**src/logic/fp_bank_regs.svh**
```systemverilog
// Register offsets, field positions, reset values and address constants.
`ifndef FP_BANK_REGS_SVH
`define FP_BANK_REGS_SVH

`define FPB_CTRL_OFF 8'h00
`define FPB_STAT_OFF 8'h04
`define FPB_OPCNT_OFF 8'h08

`define FPB_LEN_LSB 0
`define FPB_LEN_MSB 2
`define FPB_STRIDE_LSB 4
`define FPB_STRIDE_MSB 5
`define FPB_CTRL_MASK 32'h0000_0037
`define FPB_CTRL_RST 32'h0000_0000

`define FPB_STAT_BUSY_BIT 0
`define FPB_STAT_BIG_BIT 1
`define FPB_STAT_REM_LSB 4
`define FPB_STAT_REM_MSB 8

`define FPB_WORD_MASK 32'hffff_fffc
`define FPB_HIGH_WORD_OFF 32'h0000_0004
`define FPB_BE_BYTE_XOR 32'h0000_0003
`define FPB_STRIDE_ONE 2'h0

`endif

```
**src/logic/fp_bank_pkg.sv**
```systemverilog
// Types shared by the vector bank addressing logic.
package fp_bank_pkg;

  typedef enum logic [1:0] {
    OP_ARITH3,
    OP_ARITH2,
    OP_SCALAR_ONLY,
    OP_MULTI
  } op_kind_e;

  typedef enum {SEQ_IDLE, SEQ_RUN} seq_state_e;

  typedef enum {ST_IDLE, ST_SECOND} st_state_e;

  typedef logic [4:0] reg_idx_t;

endpackage

```
**src/logic/fp_vector_bank_addressing.sv**
```systemverilog
// Register bank addressing, vector sequencing and store lane placement.
//
// Our own choices: the APB register port and the address map.
`timescale 1ns/100ps
`include "fp_bank_regs.svh"

// Overview of operation
// (RULE_01) Words stored least byte at lowest address.
// (RULE_02) Single store: LSB low address, MSB top.
// (RULE_03) Big-endian byte address flips low two bits.
// (RULE_04) Double words swap places when big-endian.
// (RULE_05) Software aligns singles four, doubles eight bytes.
// (RULE_06) Endianness comes from system control input.
// (RULE_07) Four banks: eight singles or four doubles.
// (RULE_08) Vector operands wrap within their own bank.
// (RULE_09) Multiple load/store steps linearly, no wrap.
// (RULE_10) Iterations equal length field plus one.
// (RULE_11) Stride b00 advances indices by one.
// (RULE_12) Compares and conversions always run scalar.
// (RULE_13) Bank-0 destination forces one scalar operation.
// (RULE_14) Bank-0 second source stays fixed each iteration.
// (RULE_15) Both outside bank 0: all indices step.
// (RULE_16) Two-operand ops use the same classification.
// (RULE_17) Doubles: 0-3 bank 0, 4-15 vector banks.
// (RULE_18) First source always steps in vector operations.
// (RULE_19) Device does endian address transformations itself.
// (RULE_20) Length and stride come from status/control register.
// (RULE_21) Double register is even/odd single pair.
// (RULE_22) Other stride encodings step by two, wrapping.
module fp_vector_bank_addressing (
  input wire logic ref_clk,
  input wire logic rst_b,
  input wire logic psel,
  input wire logic penable,
  input wire logic pwrite,
  input wire logic [7:0] paddr,
  input wire logic [31:0] pwdata,
  output logic [31:0] prdata,
  output logic pready,
  output logic pslverr,
  input wire logic sysctl_endian_big,
  input wire logic op_valid,
  input wire fp_bank_pkg::op_kind_e op_kind,
  input wire logic op_dp,
  input wire fp_bank_pkg::reg_idx_t dest_reg_index,
  input wire fp_bank_pkg::reg_idx_t first_src_reg_index,
  input wire fp_bank_pkg::reg_idx_t second_src_reg_index,
  input wire logic [4:0] op_count,
  output logic op_ready,
  output logic iter_valid,
  output logic iter_last,
  output logic iter_dp,
  output fp_bank_pkg::reg_idx_t iter_dest,
  output fp_bank_pkg::reg_idx_t iter_first,
  output fp_bank_pkg::reg_idx_t iter_second,
  input wire logic st_valid,
  input wire logic st_dp,
  input wire logic [31:0] st_addr,
  input wire logic [63:0] st_data,
  output logic st_ready,
  output logic mem_valid,
  output logic [31:0] mem_addr,
  output logic [31:0] mem_wdata,
  input wire logic xlat_req,
  input wire logic [31:0] xlat_addr_in,
  output logic xlat_valid,
  output logic [31:0] xlat_addr
);

  // Register bus state.
  logic [31:0] prdata_r, prdata_nxt, opcnt_r, opcnt_nxt;
  logic pready_r, pready_nxt, pslverr_r, pslverr_nxt;
  logic [31:0] fp_status_control_reg_r, fp_status_control_reg_nxt;
  logic [2:0] vector_length_field;
  logic [1:0] stride_field;

  // Sequencer state.
  fp_bank_pkg::seq_state_e seq_state_r, seq_state_nxt;
  logic [4:0] remain_r, remain_nxt;
  fp_bank_pkg::reg_idx_t dest_r, dest_nxt, first_r, first_nxt;
  fp_bank_pkg::reg_idx_t second_r, second_nxt, iter_dest_r, iter_dest_nxt;
  fp_bank_pkg::reg_idx_t iter_first_r, iter_first_nxt;
  fp_bank_pkg::reg_idx_t iter_second_r, iter_second_nxt;
  logic dp_r, dp_nxt, linear_r, linear_nxt, iter_dp_r, iter_dp_nxt;
  logic step_second_r, step_second_nxt, op_ready_r, op_ready_nxt;
  logic [2:0] step_r, step_nxt;
  logic iter_valid_r, iter_valid_nxt, iter_last_r, iter_last_nxt;

  // Store lane state.
  fp_bank_pkg::st_state_e st_state_r, st_state_nxt;
  logic [31:0] pend_word_r, pend_word_nxt, pend_addr_r, pend_addr_nxt;
  logic st_ready_r, st_ready_nxt, mem_valid_r, mem_valid_nxt;
  logic [31:0] mem_addr_r, mem_addr_nxt, mem_wdata_r, mem_wdata_nxt;

  // Byte address translation state.
  logic xlat_valid_r, xlat_valid_nxt;
  logic [31:0] xlat_addr_r, xlat_addr_nxt;

  logic apb_done, op_take, st_take;

  // Bank test: singles bank is idx[4:3], doubles bank is idx[3:2].
  function automatic logic in_bank0(input logic [4:0] idx, input logic dp);
    in_bank0 = dp ? (idx[3:2] == 2'h0) : (idx[4:3] == 2'h0);  // [RULE_17]
  endfunction

  // Circular step inside the operand's bank.
  function automatic logic [4:0] bank_step(input logic [4:0] idx,
                                           input logic dp,
                                           input logic [2:0] amt);
    bank_step = dp ? {1'b0, idx[3:2], 2'(idx[1:0] + amt[1:0])} :  // [RULE_08]
                {idx[4:3], 3'(idx[2:0] + amt)};  // [RULE_08] [RULE_07]
  endfunction

  // Linear step over the whole file, used for multiple transfers.
  function automatic logic [4:0] lin_step(input logic [4:0] idx,
                                          input logic dp);
    lin_step = dp ? {1'b0, 4'(idx[3:0] + 4'h1)} :  // [RULE_09]
               5'(idx + 5'h01);  // [RULE_09]
  endfunction

  // Singles index of a double is its even half; the odd one is upper.
  function automatic logic [4:0] to_single(input logic [4:0] idx,
                                           input logic dp);
    to_single = dp ? {idx[3:0], 1'b0} : idx;  // [RULE_21]
  endfunction

  assign vector_length_field =
    fp_status_control_reg_r[`FPB_LEN_MSB:`FPB_LEN_LSB];  // [RULE_20]
  assign stride_field =
    fp_status_control_reg_r[`FPB_STRIDE_MSB:`FPB_STRIDE_LSB];  // [RULE_20]

  // The slave inserts one wait cycle so every answer comes from a flop.
  assign apb_done = psel && penable && pready_r;
  assign op_take = op_valid && op_ready_r;
  assign st_take = st_valid && st_ready_r;

  always_comb begin
    prdata_nxt = 32'h0000_0000;
    pready_nxt = 1'b0;
    pslverr_nxt = 1'b0;
    fp_status_control_reg_nxt = fp_status_control_reg_r;
    opcnt_nxt = op_take ? 32'(opcnt_r + 32'h1) : opcnt_r;
    if (apb_done && pwrite && paddr == `FPB_CTRL_OFF) begin
      fp_status_control_reg_nxt = pwdata & `FPB_CTRL_MASK;
    end
    if (psel && penable && !pready_r) begin
      pready_nxt = 1'b1;
      case (paddr)
        `FPB_CTRL_OFF: prdata_nxt = fp_status_control_reg_r;
        `FPB_STAT_OFF: begin
          prdata_nxt[`FPB_STAT_BUSY_BIT] = !op_ready_r;
          prdata_nxt[`FPB_STAT_BIG_BIT] = sysctl_endian_big;
          prdata_nxt[`FPB_STAT_REM_MSB:`FPB_STAT_REM_LSB] = remain_r;
        end
        `FPB_OPCNT_OFF: prdata_nxt = opcnt_r;
        default: pslverr_nxt = 1'b1;
      endcase
    end
  end

  always_ff @(posedge ref_clk or negedge rst_b) begin
    if (!rst_b) begin
      prdata_r <= 32'h0000_0000;
      pready_r <= 1'b0;
      pslverr_r <= 1'b0;
      fp_status_control_reg_r <= `FPB_CTRL_RST;
      opcnt_r <= 32'h0000_0000;
    end else begin
      prdata_r <= prdata_nxt;
      pready_r <= pready_nxt;
      pslverr_r <= pslverr_nxt;
      fp_status_control_reg_r <= fp_status_control_reg_nxt;
      opcnt_r <= opcnt_nxt;
    end
  end

  // The first iteration leaves on the accept edge; later ones follow
  // back to back, one per cycle, with no stall from the consumer.
  always_comb begin
    logic vec;
    vec = 1'b0;
    seq_state_nxt = seq_state_r;
    remain_nxt = remain_r;
    dest_nxt = dest_r;
    first_nxt = first_r;
    second_nxt = second_r;
    dp_nxt = dp_r;
    linear_nxt = linear_r;
    step_second_nxt = step_second_r;
    step_nxt = step_r;
    op_ready_nxt = op_ready_r;
    iter_valid_nxt = 1'b0;
    iter_last_nxt = 1'b0;
    iter_dp_nxt = iter_dp_r;
    iter_dest_nxt = iter_dest_r;
    iter_first_nxt = iter_first_r;
    iter_second_nxt = iter_second_r;
    case (seq_state_r)
      fp_bank_pkg::SEQ_IDLE: begin
        if (op_take) begin
          vec = (vector_length_field != 3'h0) &&  // [RULE_16]
                (op_kind != fp_bank_pkg::OP_SCALAR_ONLY) &&  // [RULE_12]
                !in_bank0(dest_reg_index, op_dp);  // [RULE_13] [RULE_17]
          dp_nxt = op_dp;
          linear_nxt = (op_kind == fp_bank_pkg::OP_MULTI);
          // Bank-0 second source is a scalar held fixed.
          step_second_nxt = vec &&
            !in_bank0(second_src_reg_index, op_dp);  // [RULE_14] [RULE_15]
          step_nxt = (stride_field == `FPB_STRIDE_ONE) ?
                     3'h1 : 3'h2;  // [RULE_11] [RULE_22]
          dest_nxt = dest_reg_index;
          first_nxt = first_src_reg_index;
          second_nxt = second_src_reg_index;
          remain_nxt = vec ? {2'h0, vector_length_field} : 5'h00;  // [RULE_10]
          if (op_kind == fp_bank_pkg::OP_MULTI) begin
            remain_nxt = op_count;  // [RULE_09]
          end
          iter_valid_nxt = 1'b1;
          iter_last_nxt = (remain_nxt == 5'h00);
          iter_dp_nxt = op_dp;
          iter_dest_nxt = to_single(dest_reg_index, op_dp);  // [RULE_21]
          iter_first_nxt = to_single(first_src_reg_index, op_dp);
          iter_second_nxt = to_single(second_src_reg_index, op_dp);
          if (remain_nxt != 5'h00) begin
            seq_state_nxt = fp_bank_pkg::SEQ_RUN;
            op_ready_nxt = 1'b0;
          end
        end
      end
      fp_bank_pkg::SEQ_RUN: begin
        if (linear_r) begin
          dest_nxt = lin_step(dest_r, dp_r);  // [RULE_09]
        end else begin
          dest_nxt = bank_step(dest_r, dp_r, step_r);  // [RULE_15]
          first_nxt = bank_step(first_r, dp_r, step_r);  // [RULE_18]
          if (step_second_r) begin
            second_nxt = bank_step(second_r, dp_r, step_r);  // [RULE_15]
          end
        end
        remain_nxt = 5'(remain_r - 5'h01);
        iter_valid_nxt = 1'b1;
        iter_last_nxt = (remain_nxt == 5'h00);
        iter_dest_nxt = to_single(dest_nxt, dp_r);
        iter_first_nxt = to_single(first_nxt, dp_r);
        iter_second_nxt = to_single(second_nxt, dp_r);
        if (remain_nxt == 5'h00) begin
          seq_state_nxt = fp_bank_pkg::SEQ_IDLE;
          op_ready_nxt = 1'b1;
        end
      end
      default: begin
        seq_state_nxt = fp_bank_pkg::SEQ_IDLE;
        op_ready_nxt = 1'b1;
      end
    endcase
  end

  always_ff @(posedge ref_clk or negedge rst_b) begin
    if (!rst_b) begin
      seq_state_r <= fp_bank_pkg::SEQ_IDLE;
      remain_r <= 5'h00;
      dest_r <= 5'h00;
      first_r <= 5'h00;
      second_r <= 5'h00;
      dp_r <= 1'b0;
      linear_r <= 1'b0;
      step_second_r <= 1'b0;
      step_r <= 3'h1;
      op_ready_r <= 1'b1;
      iter_valid_r <= 1'b0;
      iter_last_r <= 1'b0;
      iter_dp_r <= 1'b0;
      iter_dest_r <= 5'h00;
      iter_first_r <= 5'h00;
      iter_second_r <= 5'h00;
    end else begin
      seq_state_r <= seq_state_nxt;
      remain_r <= remain_nxt;
      dest_r <= dest_nxt;
      first_r <= first_nxt;
      second_r <= second_nxt;
      dp_r <= dp_nxt;
      linear_r <= linear_nxt;
      step_second_r <= step_second_nxt;
      step_r <= step_nxt;
      op_ready_r <= op_ready_nxt;
      iter_valid_r <= iter_valid_nxt;
      iter_last_r <= iter_last_nxt;
      iter_dp_r <= iter_dp_nxt;
      iter_dest_r <= iter_dest_nxt;
      iter_first_r <= iter_first_nxt;
      iter_second_r <= iter_second_nxt;
    end
  end

  // Each 32-bit word goes out unchanged in its lanes, so the in-word
  // image never depends on endianness; only word order does.
  always_comb begin
    logic [31:0] base;
    base = st_addr & `FPB_WORD_MASK;  // [RULE_02]
    st_state_nxt = st_state_r;
    pend_word_nxt = pend_word_r;
    pend_addr_nxt = pend_addr_r;
    st_ready_nxt = st_ready_r;
    mem_valid_nxt = 1'b0;
    mem_addr_nxt = mem_addr_r;
    mem_wdata_nxt = mem_wdata_r;
    case (st_state_r)
      fp_bank_pkg::ST_IDLE: begin
        if (st_take) begin
          mem_valid_nxt = 1'b1;
          mem_addr_nxt = base;
          if (!st_dp) begin
            mem_wdata_nxt = st_data[31:0];  // [RULE_01] [RULE_19]
          end else begin
            // Big-endian puts the high word first.
            mem_wdata_nxt = sysctl_endian_big ?
                            st_data[63:32] : st_data[31:0];  // [RULE_04]
            pend_word_nxt = sysctl_endian_big ?
                            st_data[31:0] : st_data[63:32];  // [RULE_06]
            pend_addr_nxt = 32'(base + `FPB_HIGH_WORD_OFF);  // [RULE_04]
            st_state_nxt = fp_bank_pkg::ST_SECOND;
            st_ready_nxt = 1'b0;
          end
        end
      end
      fp_bank_pkg::ST_SECOND: begin
        mem_valid_nxt = 1'b1;
        mem_addr_nxt = pend_addr_r;
        mem_wdata_nxt = pend_word_r;  // [RULE_01]
        st_state_nxt = fp_bank_pkg::ST_IDLE;
        st_ready_nxt = 1'b1;
      end
      default: begin
        st_state_nxt = fp_bank_pkg::ST_IDLE;
        st_ready_nxt = 1'b1;
      end
    endcase
  end

  always_ff @(posedge ref_clk or negedge rst_b) begin
    if (!rst_b) begin
      st_state_r <= fp_bank_pkg::ST_IDLE;
      pend_word_r <= 32'h0000_0000;
      pend_addr_r <= 32'h0000_0000;
      st_ready_r <= 1'b1;
      mem_valid_r <= 1'b0;
      mem_addr_r <= 32'h0000_0000;
      mem_wdata_r <= 32'h0000_0000;
    end else begin
      st_state_r <= st_state_nxt;
      pend_word_r <= pend_word_nxt;
      pend_addr_r <= pend_addr_nxt;
      st_ready_r <= st_ready_nxt;
      mem_valid_r <= mem_valid_nxt;
      mem_addr_r <= mem_addr_nxt;
      mem_wdata_r <= mem_wdata_nxt;
    end
  end

  // Programmer byte address to memory byte address; flipping the two
  // low bits also covers doubles because their words already swapped.
  always_comb begin
    xlat_valid_nxt = xlat_req;
    xlat_addr_nxt = !xlat_req ? xlat_addr_r :
                    sysctl_endian_big ?
                    (xlat_addr_in ^ `FPB_BE_BYTE_XOR) :  // [RULE_03]
                    xlat_addr_in;  // [RULE_19]
  end

  always_ff @(posedge ref_clk or negedge rst_b) begin
    if (!rst_b) begin
      xlat_valid_r <= 1'b0;
      xlat_addr_r <= 32'h0000_0000;
    end else begin
      xlat_valid_r <= xlat_valid_nxt;
      xlat_addr_r <= xlat_addr_nxt;
    end
  end

  assign prdata = prdata_r;
  assign pready = pready_r;
  assign pslverr = pslverr_r;
  assign op_ready = op_ready_r;
  assign iter_valid = iter_valid_r;
  assign iter_last = iter_last_r;
  assign iter_dp = iter_dp_r;
  assign iter_dest = iter_dest_r;
  assign iter_first = iter_first_r;
  assign iter_second = iter_second_r;
  assign st_ready = st_ready_r;
  assign mem_valid = mem_valid_r;
  assign mem_addr = mem_addr_r;
  assign mem_wdata = mem_wdata_r;
  assign xlat_valid = xlat_valid_r;
  assign xlat_addr = xlat_addr_r;

endmodule

```
**config.mk**
```make
export PLATFORM = sky130hd
export DESIGN_NAME = fp_vector_bank_addressing
export DESIGN_NICKNAME = d
export VERILOG_FILES = /design/src/logic/fp_bank_pkg.sv /design/src/logic/fp_vector_bank_addressing.sv
export VERILOG_INCLUDE_DIRS = /design/src /design/src/logic
export SDC_FILE = /design/constraint.sdc
export NUM_CORES = 1
export LEC_CHECK = 0
export BUFFER_PORTS_ARGS = -buffer_cell sky130_fd_sc_hd__buf_2
export CORE_ASPECT_RATIO = 1.2
export CORE_MARGIN = 8
export CORE_UTILIZATION = 53
export CTS_CLUSTER_SIZE = 16
export DETAILED_ROUTE_END_ITERATION = 7
export PLACE_DENSITY_LB_ADDON = 0.3
export SKIP_LAST_GASP = 1
export SLEW_MARGIN = 20
export SYNTH_ARGS = -nofsm -noshare
export SYNTH_HDL_FRONTEND = slang
export SYNTH_SLANG_ARGS = --single-unit
```
**constraint.sdc**
```tcl
create_clock -name ref_clk -period 2.2 [get_ports ref_clk]
set_input_delay 0.44 -clock ref_clk [delete_from_list [all_inputs] [get_ports ref_clk]]
set_output_delay 0.44 -clock ref_clk [all_outputs]
set_load 0.02 [all_outputs]
```
# Word level (Yosys, flattened, before mapping)
# Cells that the tools add are included.
# classes
add_sub_neg,11
n_mul,0
div,0
n_lt_le_gt_ge,0
eq_ne,11
n_shift,0
muxes,71
bitwise,1
reduce_logical,35
# ops
operator,n
$mux 32,12
$pmux 32 s2,3
$mux 5,24
$pmux 5 s2,7
$eq 32x1->1 const B,2
$logic_not 32->1,2
$add 32x1->32 const B,1
$add 32x3->32 const B,1
$mux 23,1
$pmux 5 s3,1
$mux 1,14
$ne 2x2->1 const B,6
$logic_and 1x1->1,10
$logic_not 2->1,5
$logic_not 5->1,2
$add 3x3->3,3
$eq 8x3->1 const B,1
$eq 8x4->1 const B,1
$logic_not 8->1,1
$pmux 1 s2,4
$reduce_and 2->1,4
$add 2x2->2,3
$pmux 2 s3,1
$reduce_and 3->1,2
13 further kinds,18
# totals
regBits,342
latchBits,0
ramBits,0
rom_bits,0
in_bits,201
out_inout_bits,152
elab_cells,158
n_memories,0

# Depth between registers and ports, before layout
# Gate-level depths: netlist of run 1.
# depth
depth_word,12
depth_mapped,7

# Worst setup path before layout of run 1
# OpenSTA, ideal clock, no wires.
# synth_path
kind,in2reg
start,input st_addr[10]
end,register pend_addr_r[31]
setup_time_ns,0.124
t_arrival_ns,1.869
setup_slack_ns,0.207
path_stages,6
path_buffers,2
path_cell_list,nand4_1 -> or4_1 -> buf_2 -> buf_6 -> o311a_1 -> a211o_1
# synth_via
elab_chain_cells,1
# synth_rtl
item,line_no,source
from (decl),fp_vector_bank_addressing.sv:58,"input wire logic [31:0] st_addr,"
$add 32x3->32 (no source line),--,
to (signal assigned),fp_vector_bank_addressing.sv:353,pend_addr_r <= pend_addr_nxt;
to (decl),fp_vector_bank_addressing.sv:91,"logic [31:0] pend_word_r, pend_word_nxt, pend_addr_r, pend_addr_nxt;"
# Every way passes these cells.
# A chain may end at the register's enable or synchronous reset.

# Final worst setup path of run 1
# layout_path
start,register step_r[0]
end,"register iter_first_r[1], in the netlist iter_first[1]"
# layout_via
elab_chain_cells,5
elab_cells_between_ends,6
cone_classes,add/sub (2); mux (4)
# layout_rtl
item,line_no,source
from (decl),fp_vector_bank_addressing.sv:86,"logic [2:0] step_r, step_nxt;"
from (signal assigned),fp_vector_bank_addressing.sv:285,step_r <= step_nxt;
$add 3x3->3 / $add 2x2->2 (equally long branches),"fp_vector_bank_addressing.sv:111, fp_vector_bank_addressing.sv:110",
$mux 5 (*),fp_vector_bank_addressing.sv:110,"bank_step = dp ? {1'b0, idx[3:2], 2'(idx[1:0] + amt[1:0])} :"
$mux 5 (*),fp_vector_bank_addressing.sv:231,if (linear_r) begin
$mux 5 (*),fp_vector_bank_addressing.sv:124,"to_single = dp ? {idx[3:0], 1'b0} : idx;"
$pmux 5 s2 (*),fp_vector_bank_addressing.sv:198,case (seq_state_r)
to (signal assigned),fp_vector_bank_addressing.sv:291,iter_first_r <= iter_first_nxt;
to (decl),fp_vector_bank_addressing.sv:82,"fp_bank_pkg::reg_idx_t iter_first_r, iter_first_nxt;"
# Mark *: on every way between the ends. The rest lies on a longest branch, timed or not.

==> results.md, run 1 <==
- Source-to-sink clock delay at the later pin of the worst-skew pair: 0.53 ns
- Switching part of the total power: 30.2%
- Number of placed I/O pins: 353
- CP most frequent cell: sky130_fd_sc_hd__inv_1
- Hold_sp: xlat_addr_in[21]
- Slowest stage delay, CP: 0.57 ns
- Worst Clk Skew: 0.0144 ns
- Sequence of cells on the critical path: ha_1, inv_1, fa_1, inv_1, mux4_2, nand2_1, o21ai_0
- Instance area at placement: 0.0153 mm²
- Primary FF master, synth: sky130_fd_sc_hd__dfrtp_1
- Hold Crit Depth: 2
- Worst Path Max Fanout: 4
- Worst path required time: 2.60 ns
- Initial standard-cell utilization of the core: 53.4%
- Number of nets with antenna violations after detailed routing: 0
- Via density per instance: 5.66
- Number of clock sinks: 275
- Highest clock frequency the design can meet: 488 MHz
- Number of flops mapped to enable cells by yosys: 0
- Startpoint-to-endpoint class of the critical path: flip-flop to flip-flop
- Total number of vias: 11070
- Post-route minimum period: 2.05 ns
- Number of DRC markers in iteration 0: 566
- First-pass GRT wire length: 59500 µm
- Top layer in use: met5
- H-tree levels: 1
- Number of antenna violations at the first check in global routing: 8
- Worst Setup Start Kind: flip-flop
- Setup slack of the most critical reg-to-reg path: 0.15 ns
- Most common cell after layout, fill and taps aside: sky130_fd_sc_hd__buf_2
- Post-route setup TNS: 0 ns
- PortBufs: 321
- CTS Root Buffer Type: sky130_fd_sc_hd__clkbuf_16
- Post-route core utilization: 66.6%
- Count of cell instances traversed by the critical path: 7
- Internal Pwr Total: 10.2 mW
- Startpoint of the worst-slack reg-to-reg timing path: step_r[0]$_DFFE_PN1P_
- Register clock-pin slew on the reported worst setup and hold paths: 0.07 ns
- Total die area: 0.0300 mm²
- HPWL after DPL: 26300 µm
- Clock power frac: 35.4%
- Max stage delay cell, worst path: sky130_fd_sc_hd__dfstp_2
- Clock tree from TritonCTS: done
- Reg-to-reg endpoint: iter_first[1]$_DFFE_PN0P_
- Detail Route met2 WL: 17800 µm
- Arrival time of data at the critical path endpoint: 2.45 ns
- Cell Pwr Density: 897 mW/mm²
- Total Nets Final: 1821
- Classification of the worst-slack hold path: input pin to flip-flop
- Proportion of synthesized chip area in sequential cells: 52.5%
- Hold endpoint: xlat_addr[21]$_DFFE_PN0P_
- Synth Area in XOR/XNOR: 3.48%
- Number of setup violations in the final report: 0
- Number of buffers and inverters on the critical path: 2
- Post_cts resized: 0
- Cell family with most CP delay: adder cells
- Number of cells traversed by the worst register-to-register path: 7
- Main combinational cell family by area after synthesis: simple AND/OR/NAND/NOR gates
- Height of the die: 188 µm
- Area share of and/or/nand/nor cells after synthesis: 16.6%
- P_sw: 4.42 mW
- Outcome: complete, no violations
- Routed met3 length: 2650 µm
- Commonest cells after routing, fill and taps aside: sky130_fd_sc_hd__buf_2, sky130_fd_sc_hd__dfrtp_1, sky130_fd_sc_hd__nand2_1
- Part of the power in registers: 41.7%
- Maxcap violations: 0
- Total routed wire length on the met1 layer: 15400 µm
- Kind of end point of the critical path: flip-flop
- Mux share of post-synthesis cell area: 10.5%
- Slew at the pin closest to its max-slew limit: 0.710 ns
- Mean Syn Cell Area: 10.1 µm²
- Setup repair after global routing missed its margin: no
- CTS buffer count: 28
- Vias in the first global route: 11152
- Synth async-reset ratio: 100%
- Final cycle utilization of the critical path: 93.2%
- Adder-Cell Fraction of Synth Area: 1.22%
- Die outline width: 160 µm
- Combinational cell fraction of total power: 22.9%
- Overall routed net length: 36900 µm
- Global routing usage summed across all routing layers: 23.9%
- Number of warning messages in the yosys log: 0
- Synthesized netlist cell count: 1293
- Final hold vios: 0
- Leakage power figure: 7.70 nW
- DRC: 0
- Core outline area: 0.0245 mm²
- Number of synthesized register bits: 275
- Routed length per instance: 18.8 µm
- Area of the mapped netlist: 0.0131 mm²
- Largest net degree at the start of global routing: 127
- Congestion Overflow GR: 0
- Worst voltage drop across the vdd grid: 0.000711 V
- Final number of max-transition violations: 0
- Number of standard-cell rows in the floorplan: 63
- Post-layout instance area: 0.0163 mm²
- Normalized max-slew margin: 52.7%
- Maximum buffer depth of the clock tree: 3
- Area overhead of the layout relative to synthesis: 24.6%
- Fraction of final layout cells sized beyond drive strength 1: 28.6%
- Final estimated routing congestion in global placement: 0.848
- Post-synth cell types: 56
- Iteration count of the initial detailed-routing pass: 8
- Share of the synthesized area in compound gates (AO/OA/AOI/OAI): 12.5%
## cell type report
cell class	instances	area, µm²
antenna	2	5.00
clock inverter	11	186
timing repair buffer	371	2120
clock buffer	40	837
inverter	19	71.3
fill	1938	8180
sequential	275	6890
tap	325	407
multi-input combinational	914	5820
## worst max-delay path by stage
stage,startpoint,slack (ns),to
floorplan,st_addr[10],0.21,pend_addr_r[31]$_DFFE_PN0P_
global placement,st_addr[10],0.04,pend_addr_r[28]$_DFFE_PN0P_
detailed placement,st_addr[19],0.0009,pend_addr_r[26]$_DFFE_PN0P_
CTS,step_r[0]$_DFFE_PN1P_,0.14,iter_first[1]$_DFFE_PN0P_
global route,step_r[0]$_DFFE_PN1P_,0.03,iter_second[2]$_DFFE_PN0P_
finish,step_r[0]$_DFFE_PN1P_,0.15,iter_first[1]$_DFFE_PN0P_
## power by group through the flow
stage	Sequential (mW)	Combinational, mW	Clock [mW]
final	6.10	3.36	5.19
after global routing	6.17	3.77	5.48
after CTS	6.09	3.38	5.30
after detailed placement	6.17	3.35	0
after global placement	6.16	3.26	0
after floorplan	6.31	1.98	0
## layer usage
metal  up-vias  global-route usage [%]
li1       5240                       -
met5         -                       0
met4        10                    8.18
met1      5344                    30.4
met2       402                    39.4
met3        74                    5.52
## Yosys cell counts, types with 2 or more instances
cell type,count,area [µm²]
sky130_fd_sc_hd__or3_1,8,50.1
sky130_fd_sc_hd__ha_1,8,100
sky130_fd_sc_hd__nand3_1,21,105
sky130_fd_sc_hd__and3_1,42,263
sky130_fd_sc_hd__dfstp_2,3,78.8
sky130_fd_sc_hd__nand2_1,179,672
sky130_fd_sc_hd__nand4_1,29,181
sky130_fd_sc_hd__fa_1,3,60.1
sky130_fd_sc_hd__a22oi_1,6,45.0
sky130_fd_sc_hd__nor4_1,5,31.3
sky130_fd_sc_hd__nor3_1,12,60.1
sky130_fd_sc_hd__a21o_1,2,15.0
sky130_fd_sc_hd__o22ai_1,4,25.0
sky130_fd_sc_hd__a21oi_1,29,145
sky130_fd_sc_hd__inv_1,19,71.3
sky130_fd_sc_hd__mux2i_1,92,921
sky130_fd_sc_hd__a211oi_1,40,300
sky130_fd_sc_hd__or2_2,2,12.5
sky130_fd_sc_hd__buf_4,2,15.0
sky130_fd_sc_hd__nor2_1,95,357
sky130_fd_sc_hd__or4_1,12,90.1
sky130_fd_sc_hd__xnor2_1,35,307
sky130_fd_sc_hd__o211ai_1,6,45.0
sky130_fd_sc_hd__nor2b_1,2,12.5
sky130_fd_sc_hd__nand2b_1,3,18.8
sky130_fd_sc_hd__o31ai_1,42,315
sky130_fd_sc_hd__o21ai_0,100,500
sky130_fd_sc_hd__xor2_1,17,149
sky130_fd_sc_hd__nor3b_1,3,22.5
sky130_fd_sc_hd__mux2_2,38,428
sky130_fd_sc_hd__a221oi_1,5,43.8
sky130_fd_sc_hd__a31oi_1,21,131
sky130_fd_sc_hd__clkbuf_1,72,270
sky130_fd_sc_hd__buf_2,3,15.0
sky130_fd_sc_hd__nor4b_1,3,26.3
sky130_fd_sc_hd__buf_1,8,30.0
sky130_fd_sc_hd__dfrtp_1,272,6810
sky130_fd_sc_hd__and4_1,5,43.8
sky130_fd_sc_hd__and2_1,28,175
## through the flow
step                total power, mW  hold slack (ns)  std cells  setup WS, ns
detailed placement             9.52            0.442       1903      0.000905
finish                         14.6            0.141       1957         0.150
global route                   15.4            0.122       1957        0.0287
floorplan                      8.29            0.144       1294         0.207
global placement               9.42            0.438       1903        0.0366
CTS                            14.8            0.118       1955         0.137
## state kept, by name (all words and copies together), names as in the netlist, 2 cells and up
| register | cells |
|---|---|
| remain_r | 5 |
| iter_second | 5 |
| second_r | 5 |
| opcnt_r | 32 |
| xlat_addr | 32 |
| iter_dest | 5 |
| dest_r | 5 |
| mem_addr | 30 |
| first_r | 5 |
| mem_wdata | 32 |
| prdata | 32 |
| pend_addr_r | 30 |
| pend_word_r | 32 |
| step_r | 2 |
| iter_first | 5 |
| fp_status_control_reg_r | 5 |
## repair_timing
item | in CTS | in global routing
buffers inserted | 0 | 0
endpoints found under the hold margin | 56 | 0
hold buffers | 1 | 0
## worst register-to-register path: stages (launching register included)
cell	delay, ns
sky130_fd_sc_hd__dfstp_2	0.57
sky130_fd_sc_hd__ha_1	0.15
sky130_fd_sc_hd__inv_1	0.04
sky130_fd_sc_hd__fa_1	0.53
sky130_fd_sc_hd__inv_1	0.05
sky130_fd_sc_hd__mux4_2	0.43
sky130_fd_sc_hd__nand2_1	0.08
sky130_fd_sc_hd__o21ai_0	0.07
## logic make-up (layout without fill, tap and decap cells)
group	after synthesis	after routing
adders and majority gates	11	11
muxes	131	131
DFF	275	275
other	1	4
buffers and inverters	105	441
and+or+nand+nor	455	455
AOI/OAI and AO/OA	263	263
xor gates and xnor gates	52	52
Power figures use the tool's default switching activity.
==> inputs of run 2 (changes only) <==
--- a/config.mk
+++ b/config.mk
@@ -13,6 +13,7 @@
 export CTS_CLUSTER_SIZE = 16
 export DETAILED_ROUTE_END_ITERATION = 7
 export PLACE_DENSITY_LB_ADDON = 0.3
+export REMOVE_ABC_BUFFERS = 1
 export SKIP_LAST_GASP = 1
 export SLEW_MARGIN = 20
 export SYNTH_ARGS = -nofsm -noshare
==> results.md, run 2 (synthesized netlist as in run 1, its figures left out) <==
- Leakage power figure: 7.67 nW (-0.43%)
- Final cycle utilization of the critical path: 94.2% (+1.0 points)
- Global routing usage summed across all routing layers: 24.0% (+0.17 points)
- Worst voltage drop across the vdd grid: 0.000698 V (-1.9%)
- Routed length per instance: 18.8 µm (about the same)
- H-tree levels: 1 (unchanged)
- PortBufs: 321 (unchanged)
- DRC: 0 (unchanged)
- CTS Root Buffer Type: sky130_fd_sc_hd__clkbuf_16
- Number of nets with antenna violations after detailed routing: 0 (unchanged)
- Cell Pwr Density: 873 mW/mm² (-2.6%)
- Post-route minimum period: 2.07 ns (+0.0230 ns)
- GRT Max-Usage Layer: met2
- Final estimated routing congestion in global placement: 0.880 (+3.8%)
- Final number of max-transition violations: 0 (unchanged)
- Fraction of final layout cells sized beyond drive strength 1: 28.8% (+0.19 points)
- Die outline width: 160 µm (unchanged)
- Core outline area: 0.0245 mm² (unchanged)
- Number of clock sinks: 275 (unchanged)
- Maximum buffer depth of the clock tree: 3 (unchanged)
- Area overhead of the layout relative to synthesis: 23.8%
- Iteration count of the initial detailed-routing pass: 5 (-3)
- Normalized max-slew margin: 52.0% (-0.65 points)
- Largest net degree at the start of global routing: 127 (unchanged)
- Met3 Use GR: 6.40% (+0.87 points)
- Setup repair after global routing missed its margin: no
- Total number of vias: 11090 (+0.18%)
- Post_cts resized: 0 (unchanged)
- Most common cell after layout, fill and taps aside: sky130_fd_sc_hd__buf_2
- Worst Clk Skew: 0.0142 ns (-0.000139 ns)
- Clock tree from TritonCTS: done
- Post-CTS repair timing setup buffer count: 0 (unchanged)
- Final-layout worst hold slack: 0.137 ns (-0.00388 ns)
- HPWL after DPL: 26600 µm (+1.3%)
- Commonest cells after routing, fill and taps aside: sky130_fd_sc_hd__buf_2, sky130_fd_sc_hd__dfrtp_1, sky130_fd_sc_hd__nand2_1
- Register clock-pin slew on the reported worst setup and hold paths: 0.07 ns (about the same)
- Maxcap violations: 0 (unchanged)
- First-pass GRT wire length: 59800 µm (+0.53%)
- Kind of end point of the critical path: flip-flop
- Via density per instance: 5.66 (about the same)
- Outcome: complete, no violations
- Number of standard-cell rows in the floorplan: 63 (unchanged)
- Worst Setup Start Kind: flip-flop
- Number of setup violations in the final report: 0 (unchanged)
- Post-route core utilization: 66.2% (-0.46 points)
- Total Nets Final: 1824 (+0.16%)
- Number of antenna violations at the first check in global routing: 8 (unchanged)
- Arrival time of data at the critical path endpoint: 2.47 ns (+0.02 ns)
- Met2 layer usage reported by global route: 41.6% (+2.2 points)
- Vias in the first global route: 11149 (-0.027%)
- Number of DRC markers in iteration 0: 631 (+11%)
- Startpoint-to-endpoint class of the critical path: flip-flop to flip-flop
- Initial standard-cell utilization of the core: 53.4% (unchanged)
- CTS buffer count: 27 (-3.6%)
- Grt met1 use: 28.8% (-1.6 points)
- Slew at the pin closest to its max-slew limit: 0.720 ns (+0.00982 ns)
- Worst path required time: 2.60 ns (about the same)
- Source-to-sink clock delay at the later pin of the worst-skew pair: 0.53 ns (about the same)
- Congestion Overflow GR: 0 (unchanged)
- Highest clock frequency the design can meet: 482 MHz (-1.1%)
- Classification of the worst-slack hold path: input pin to flip-flop
- Height of the die: 188 µm (unchanged)
- Final hold vios: 0 (unchanged)
- Overall routed net length: 36900 µm (+0.12%)
- Number of placed I/O pins: 353 (unchanged)
- Total die area: 0.0300 mm² (unchanged)
- Worst Path Max Fanout: 4 (unchanged)
==> run 2: changes by cell type in the layout (fill, tap and decap cells not counted), sizes merged <==
cell    change
buf         +4
clkinv      +6
clkbuf      -4
bufinv      -3
==> run 2: metrics by stage <==
stage | TNS (ns) | instances | total power [mW] | cell area [µm²] | setup WS (ns)
5_1_grt | 0 | 1960 | 14.9 | 16200 | 0.0231
3_5_place_dp | 0 | 1907 | 9.54 | 15300 | 0.0571
3_3_place_gp | 0 | 1907 | 9.42 | 15300 | 0.0842
4_1_cts | 0 | 1958 | 14.3 | 16200 | 0.103
2_1_floorplan | -164.25 | 1208 | 8.18 | 12800 | -3.05
6_report | 0 | 1960 | 14.2 | 16200 | 0.127
==> run 2: area by class of cell <==
type / instances / area [µm²]
fill: 1950 / 8300
sequential: 275 / 6890
multi-input combinational: 914 / 5820
timing repair buffer: 375 / 2120
clock buffer: 36 / 769
tap: 325 / 407
clock inverter: 14 / 130
inverter: 19 / 71.3
antenna: 2 / 5.00
==> run 2: per-layer routing <==
layer / wire (µm) / vias to the layer above
met5: 77 / -
met4: 1080 / 12
met2: 18300 / 393
met3: 2810 / 75
met1: 14600 / 5362
li1: - / 5248
==> run 2: power by group <==
part | leakage [nW] | switching, mW | internal, mW | total [mW]
Clock | 0.452 | 1.99 | 2.70 | 4.68
Combinational | 3.88 | 1.96 | 1.41 | 3.37
Sequential | 3.34 | 0.522 | 5.59 | 6.11
==> run 2: final timing paths <==
kind / to / cells after the start / slack [ns] / start
setup reg to reg: iter_first[1]$_DFFE_PN0P_ / 7 / 0.13 / step_r[0]$_DFFE_PN1P_
min in group asynchronous: mem_addr[25]$_DFFE_PN0P_ / 2 / 0.42 / rst_b
hold / removal: first_r[3]$_DFFE_PN0P_ / 3 / 0.14 / first_src_reg_index[3]
hold reg to reg: opcnt_r[31]$_DFFE_PN0P_ / 1 / 0.47 / opcnt_r[31]$_DFFE_PN0P_
setup / recovery: iter_first[1]$_DFFE_PN0P_ / 7 / 0.13 / step_r[0]$_DFFE_PN1P_
max in group asynchronous: fp_status_control_reg_r[4]$_DFFE_PN0P_ / 3 / 1.04 / rst_b
==> run 2: critical path: stages, from the launching register on <==
cell and delay, ns:
sky130_fd_sc_hd__dfstp_2 0.58, sky130_fd_sc_hd__ha_1 0.16, sky130_fd_sc_hd__inv_1 0.05, sky130_fd_sc_hd__fa_1 0.53, sky130_fd_sc_hd__inv_1 0.05, sky130_fd_sc_hd__mux4_2 0.43
sky130_fd_sc_hd__nand2_1 0.07, sky130_fd_sc_hd__o21ai_0 0.07
==> run 2: what timing repair did <==
item,4_1_cts,5_1_grt
hold buffers,1,0
setup endpoints to repair,0,0
endpoints found under the hold margin,46,0
==> inputs of run 3 (changes only) <==
--- a/config.mk
+++ b/config.mk
@@ -9,7 +9,7 @@
 export BUFFER_PORTS_ARGS = -buffer_cell sky130_fd_sc_hd__buf_2
 export CORE_ASPECT_RATIO = 1.2
 export CORE_MARGIN = 8
-export CORE_UTILIZATION = 53
+export CORE_UTILIZATION = 57
 export CTS_CLUSTER_SIZE = 16
 export DETAILED_ROUTE_END_ITERATION = 7
 export PLACE_DENSITY_LB_ADDON = 0.3
==> constraint.sdc (replaced) <==
create_clock -name ref_clk -period 2.6 [get_ports ref_clk]
set_input_delay 0.52 -clock ref_clk [delete_from_list [all_inputs] [get_ports ref_clk]]
set_output_delay 0.52 -clock ref_clk [all_outputs]
set_load 0.02 [all_outputs]
==> results.md, run 3 (synthesized netlist as in run 1, its figures left out) <==
- Outcome: complete, no violations
- Crit path from: iter_dp$_DFFE_PN0P_
- H-tree levels: 1 (unchanged)
- Worst path required time: 2.08 ns (-0.52 ns)
- Maxcap violations: 0 (unchanged)
- Vias in the first global route: 11117 (-0.29%)
- Die outline width: 154 µm (-3.2%)
- Sequence of cells on the critical path: buf_4, buf_2
- Total routed wire length on the met1 layer: 13900 µm (-4.8%)
- Routed length per instance: 19.1 µm (+1.2%)
- Leakage power figure: 7.56 nW (-1.4%)
- Setup slack of the most critical reg-to-reg path: 0.50 ns (+0.37 ns)
- PortBufs: 321 (unchanged)
- Critical path endpoint: iter_dp
- Number of placed I/O pins: 353 (unchanged)
- Startpoint-to-endpoint class of the critical path: flip-flop to output port
- Number of nets with antenna violations after detailed routing: 0 (unchanged)
- Fraction of final layout cells sized beyond drive strength 1: 27.7% (-1.1 points)
- Core outline area: 0.0229 mm² (-6.6%)
- Final worst slack: 0.497 ns (+0.370 ns)
- Worst Path Max Fanout: 15 (+11)
- Total number of vias: 11023 (-0.60%)
- Part of the power in registers: 42.5% (-0.6 points)
- Reg-to-reg endpoint: iter_first[1]$_DFFE_PN0P_
- Via density per instance: 5.81 (+2.7%)
- Maximum buffer depth of the clock tree: 3 (unchanged)
- Global routing usage summed across all routing layers: 25.3% (+1.2 points)
- Internal Pwr Total: 8.35 mW (-14%)
- Combinational cell fraction of total power: 23.0% (-0.8 points)
- Final estimated routing congestion in global placement: 0.872 (-0.91%)
- Register clock-pin slew on the reported worst setup and hold paths: 0.07 ns (about the same)
- Cell Pwr Density: 757 mW/mm² (-13%)
- Number of cells traversed by the worst register-to-register path: 7 (unchanged)
- Setup repair after global routing missed its margin: no
- Max stage delay cell, worst path: sky130_fd_sc_hd__dfrtp_1
- Final hold vios: 0 (unchanged)
- Clock power frac: 34.5% (+1.4 points)
- Routed met3 length: 2760 µm (-1.7%)
- Final non-filler cell total: 1897 (-3.2%)
- Slew at the pin closest to its max-slew limit: 0.773 ns (+0.0527 ns)
- Classification of the worst-slack hold path: input pin to flip-flop
- Worst voltage drop across the vdd grid: 0.000723 V (+3.6%)
- Worst Setup Start Kind: flip-flop
- Normalized max-slew margin: 48.1% (-3.9 points)
- Highest clock frequency the design can meet: 475 MHz
- Most common cell after layout, fill and taps aside: sky130_fd_sc_hd__buf_2
- Cell Count Post-Placement: 1839 (-3.6%)
- Number of antenna violations at the first check in global routing: 7 (-1)
- CTS Root Buffer Type: sky130_fd_sc_hd__clkbuf_16
- Number of setup violations in the final report: 0 (unchanged)
- Hold Crit Depth: 2 (-1)
- Clock tree from TritonCTS: done
- Slowest stage delay, CP: 0.55 ns (-0.03 ns)
- CTS buffer count: 28 (+3.7%)
- Arrival time of data at the critical path endpoint: 1.58 ns (-0.89 ns)
- Top layer in use: met5
- Final-layout worst hold slack: 0.211 ns (+0.0742 ns)
- Detail Route met2 WL: 18600 µm (+1.7%)
- Post-CTS repair timing setup buffer count: 0 (unchanged)
- Total die area: 0.0281 mm² (-6.4%)
- Initial standard-cell utilization of the core: 57.2% (+3.8 points)
- Number of standard-cell rows in the floorplan: 61 (-3.2%)
- Post-route minimum period: 2.10 ns
- Post-route core utilization: 70.0% (+3.9 points)
- Area overhead of the layout relative to synthesis: 22.4%
- First-pass GRT wire length: 58400 µm (-2.4%)
- Worst Clk Skew: 0.0255 ns (+0.0113 ns)
- Post_cts resized: 0 (unchanged)
- Overall routed net length: 36200 µm (-2.1%)
- Height of the die: 182 µm (-3.3%)
- Worst slack, placed: 0.287 ns (+0.230 ns)
- Commonest cells after routing, fill and taps aside: sky130_fd_sc_hd__buf_2, sky130_fd_sc_hd__dfrtp_1, sky130_fd_sc_hd__nand2_1
- Number of clock sinks: 275 (unchanged)
- Kind of end point of the critical path: output port
- DRC: 0 (unchanged)
- P_sw: 3.79 mW (-15%)
- Cts-stage hold buffer count: 1 (unchanged)
- HPWL after DPL: 25800 µm (-3.1%)
- Largest net degree at the start of global routing: 78 (-39%)
- Iteration count of the initial detailed-routing pass: 5 (unchanged)
- Startpoint of the worst-slack reg-to-reg timing path: step_r[0]$_DFFE_PN1P_
- Total Nets Final: 1799 (-1.4%)
- Congestion Overflow GR: 0 (unchanged)
- Final number of max-transition violations: 0 (unchanged)
- Source-to-sink clock delay at the later pin of the worst-skew pair: 0.54 ns (about the same)
- Final cycle utilization of the critical path: 80.9%
- Switching part of the total power: 31.2% (-0.34 points)
- Number of DRC markers in iteration 0: 597 (-5.4%)
run 3: cell count changes in the layout (fill, tap and decap cells not counted), sizes merged:
cell,change
clkbuf,-2
clkinv,+2
bufinv,+2
diode,+3
buf,-26
run 3: power by group through the flow:
stage               registers (mW)  clock network, mW  logic, mW
floorplan                     5.43                  0       1.49
global placement              5.21                  0       2.71
detailed placement            5.22                  0       2.78
CTS                           5.15               4.26       2.81
global route                  5.21               4.46       3.13
finish                        5.16               4.19       2.79
run 3: worst min path at each step:
stage / start / to / slack, ns
2_1_floorplan: rst_b / dest_r[0]$_DFFE_PN0P_ / 0.22
3_3_place_gp: opcnt_r[31]$_DFFE_PN0P_ / opcnt_r[31]$_DFFE_PN0P_ / 0.45
3_5_place_dp: rst_b / xlat_addr[0]$_DFFE_PN0P_ / 0.46
4_1_cts: xlat_addr_in[9] / xlat_addr[9]$_DFFE_PN0P_ / 0.19
5_1_grt: xlat_addr_in[5] / xlat_addr[5]$_DFFE_PN0P_ / 0.19
6_report: xlat_addr_in[9] / xlat_addr[9]$_DFFE_PN0P_ / 0.21
run 3: layout make-up:
cell class,count,area [µm²]
flip-flops and latches,275,6890
fillers,1706,6870
multi-input cells,914,5820
repair buffers,349,1920
clock buffers,34,753
well taps,283,354
clock inverters,18,218
inverters,19,71.3
diodes,5,12.5
run 3: per-layer routing:
layer | vias to the layer above | GRT usage, %
li1 | 5190 | -
met4 | 6 | 6.64
met3 | 64 | 5.56
met5 | - | 0
met2 | 412 | 45.0
met1 | 5351 | 30.4
run 3: critical path, delay by kind of cell, from the launching register on:
family | cells | cell delay, ns
buf+inv | 2 | 0.49
flops | 1 | 0.55
run 3: metrics by stage:
| stage | power (mW) | cell area [µm²] | setup TNS (ns) |
|---|---|---|---|
| after floorplan | 6.92 | 12800 | -113.35 |
| after global placement | 7.92 | 15000 | 0 |
| after detailed placement | 7.99 | 15000 | 0 |
| after CTS | 12.2 | 16000 | 0 |
| after global routing | 12.8 | 16000 | 0 |
| final | 12.1 | 16000 | 0 |
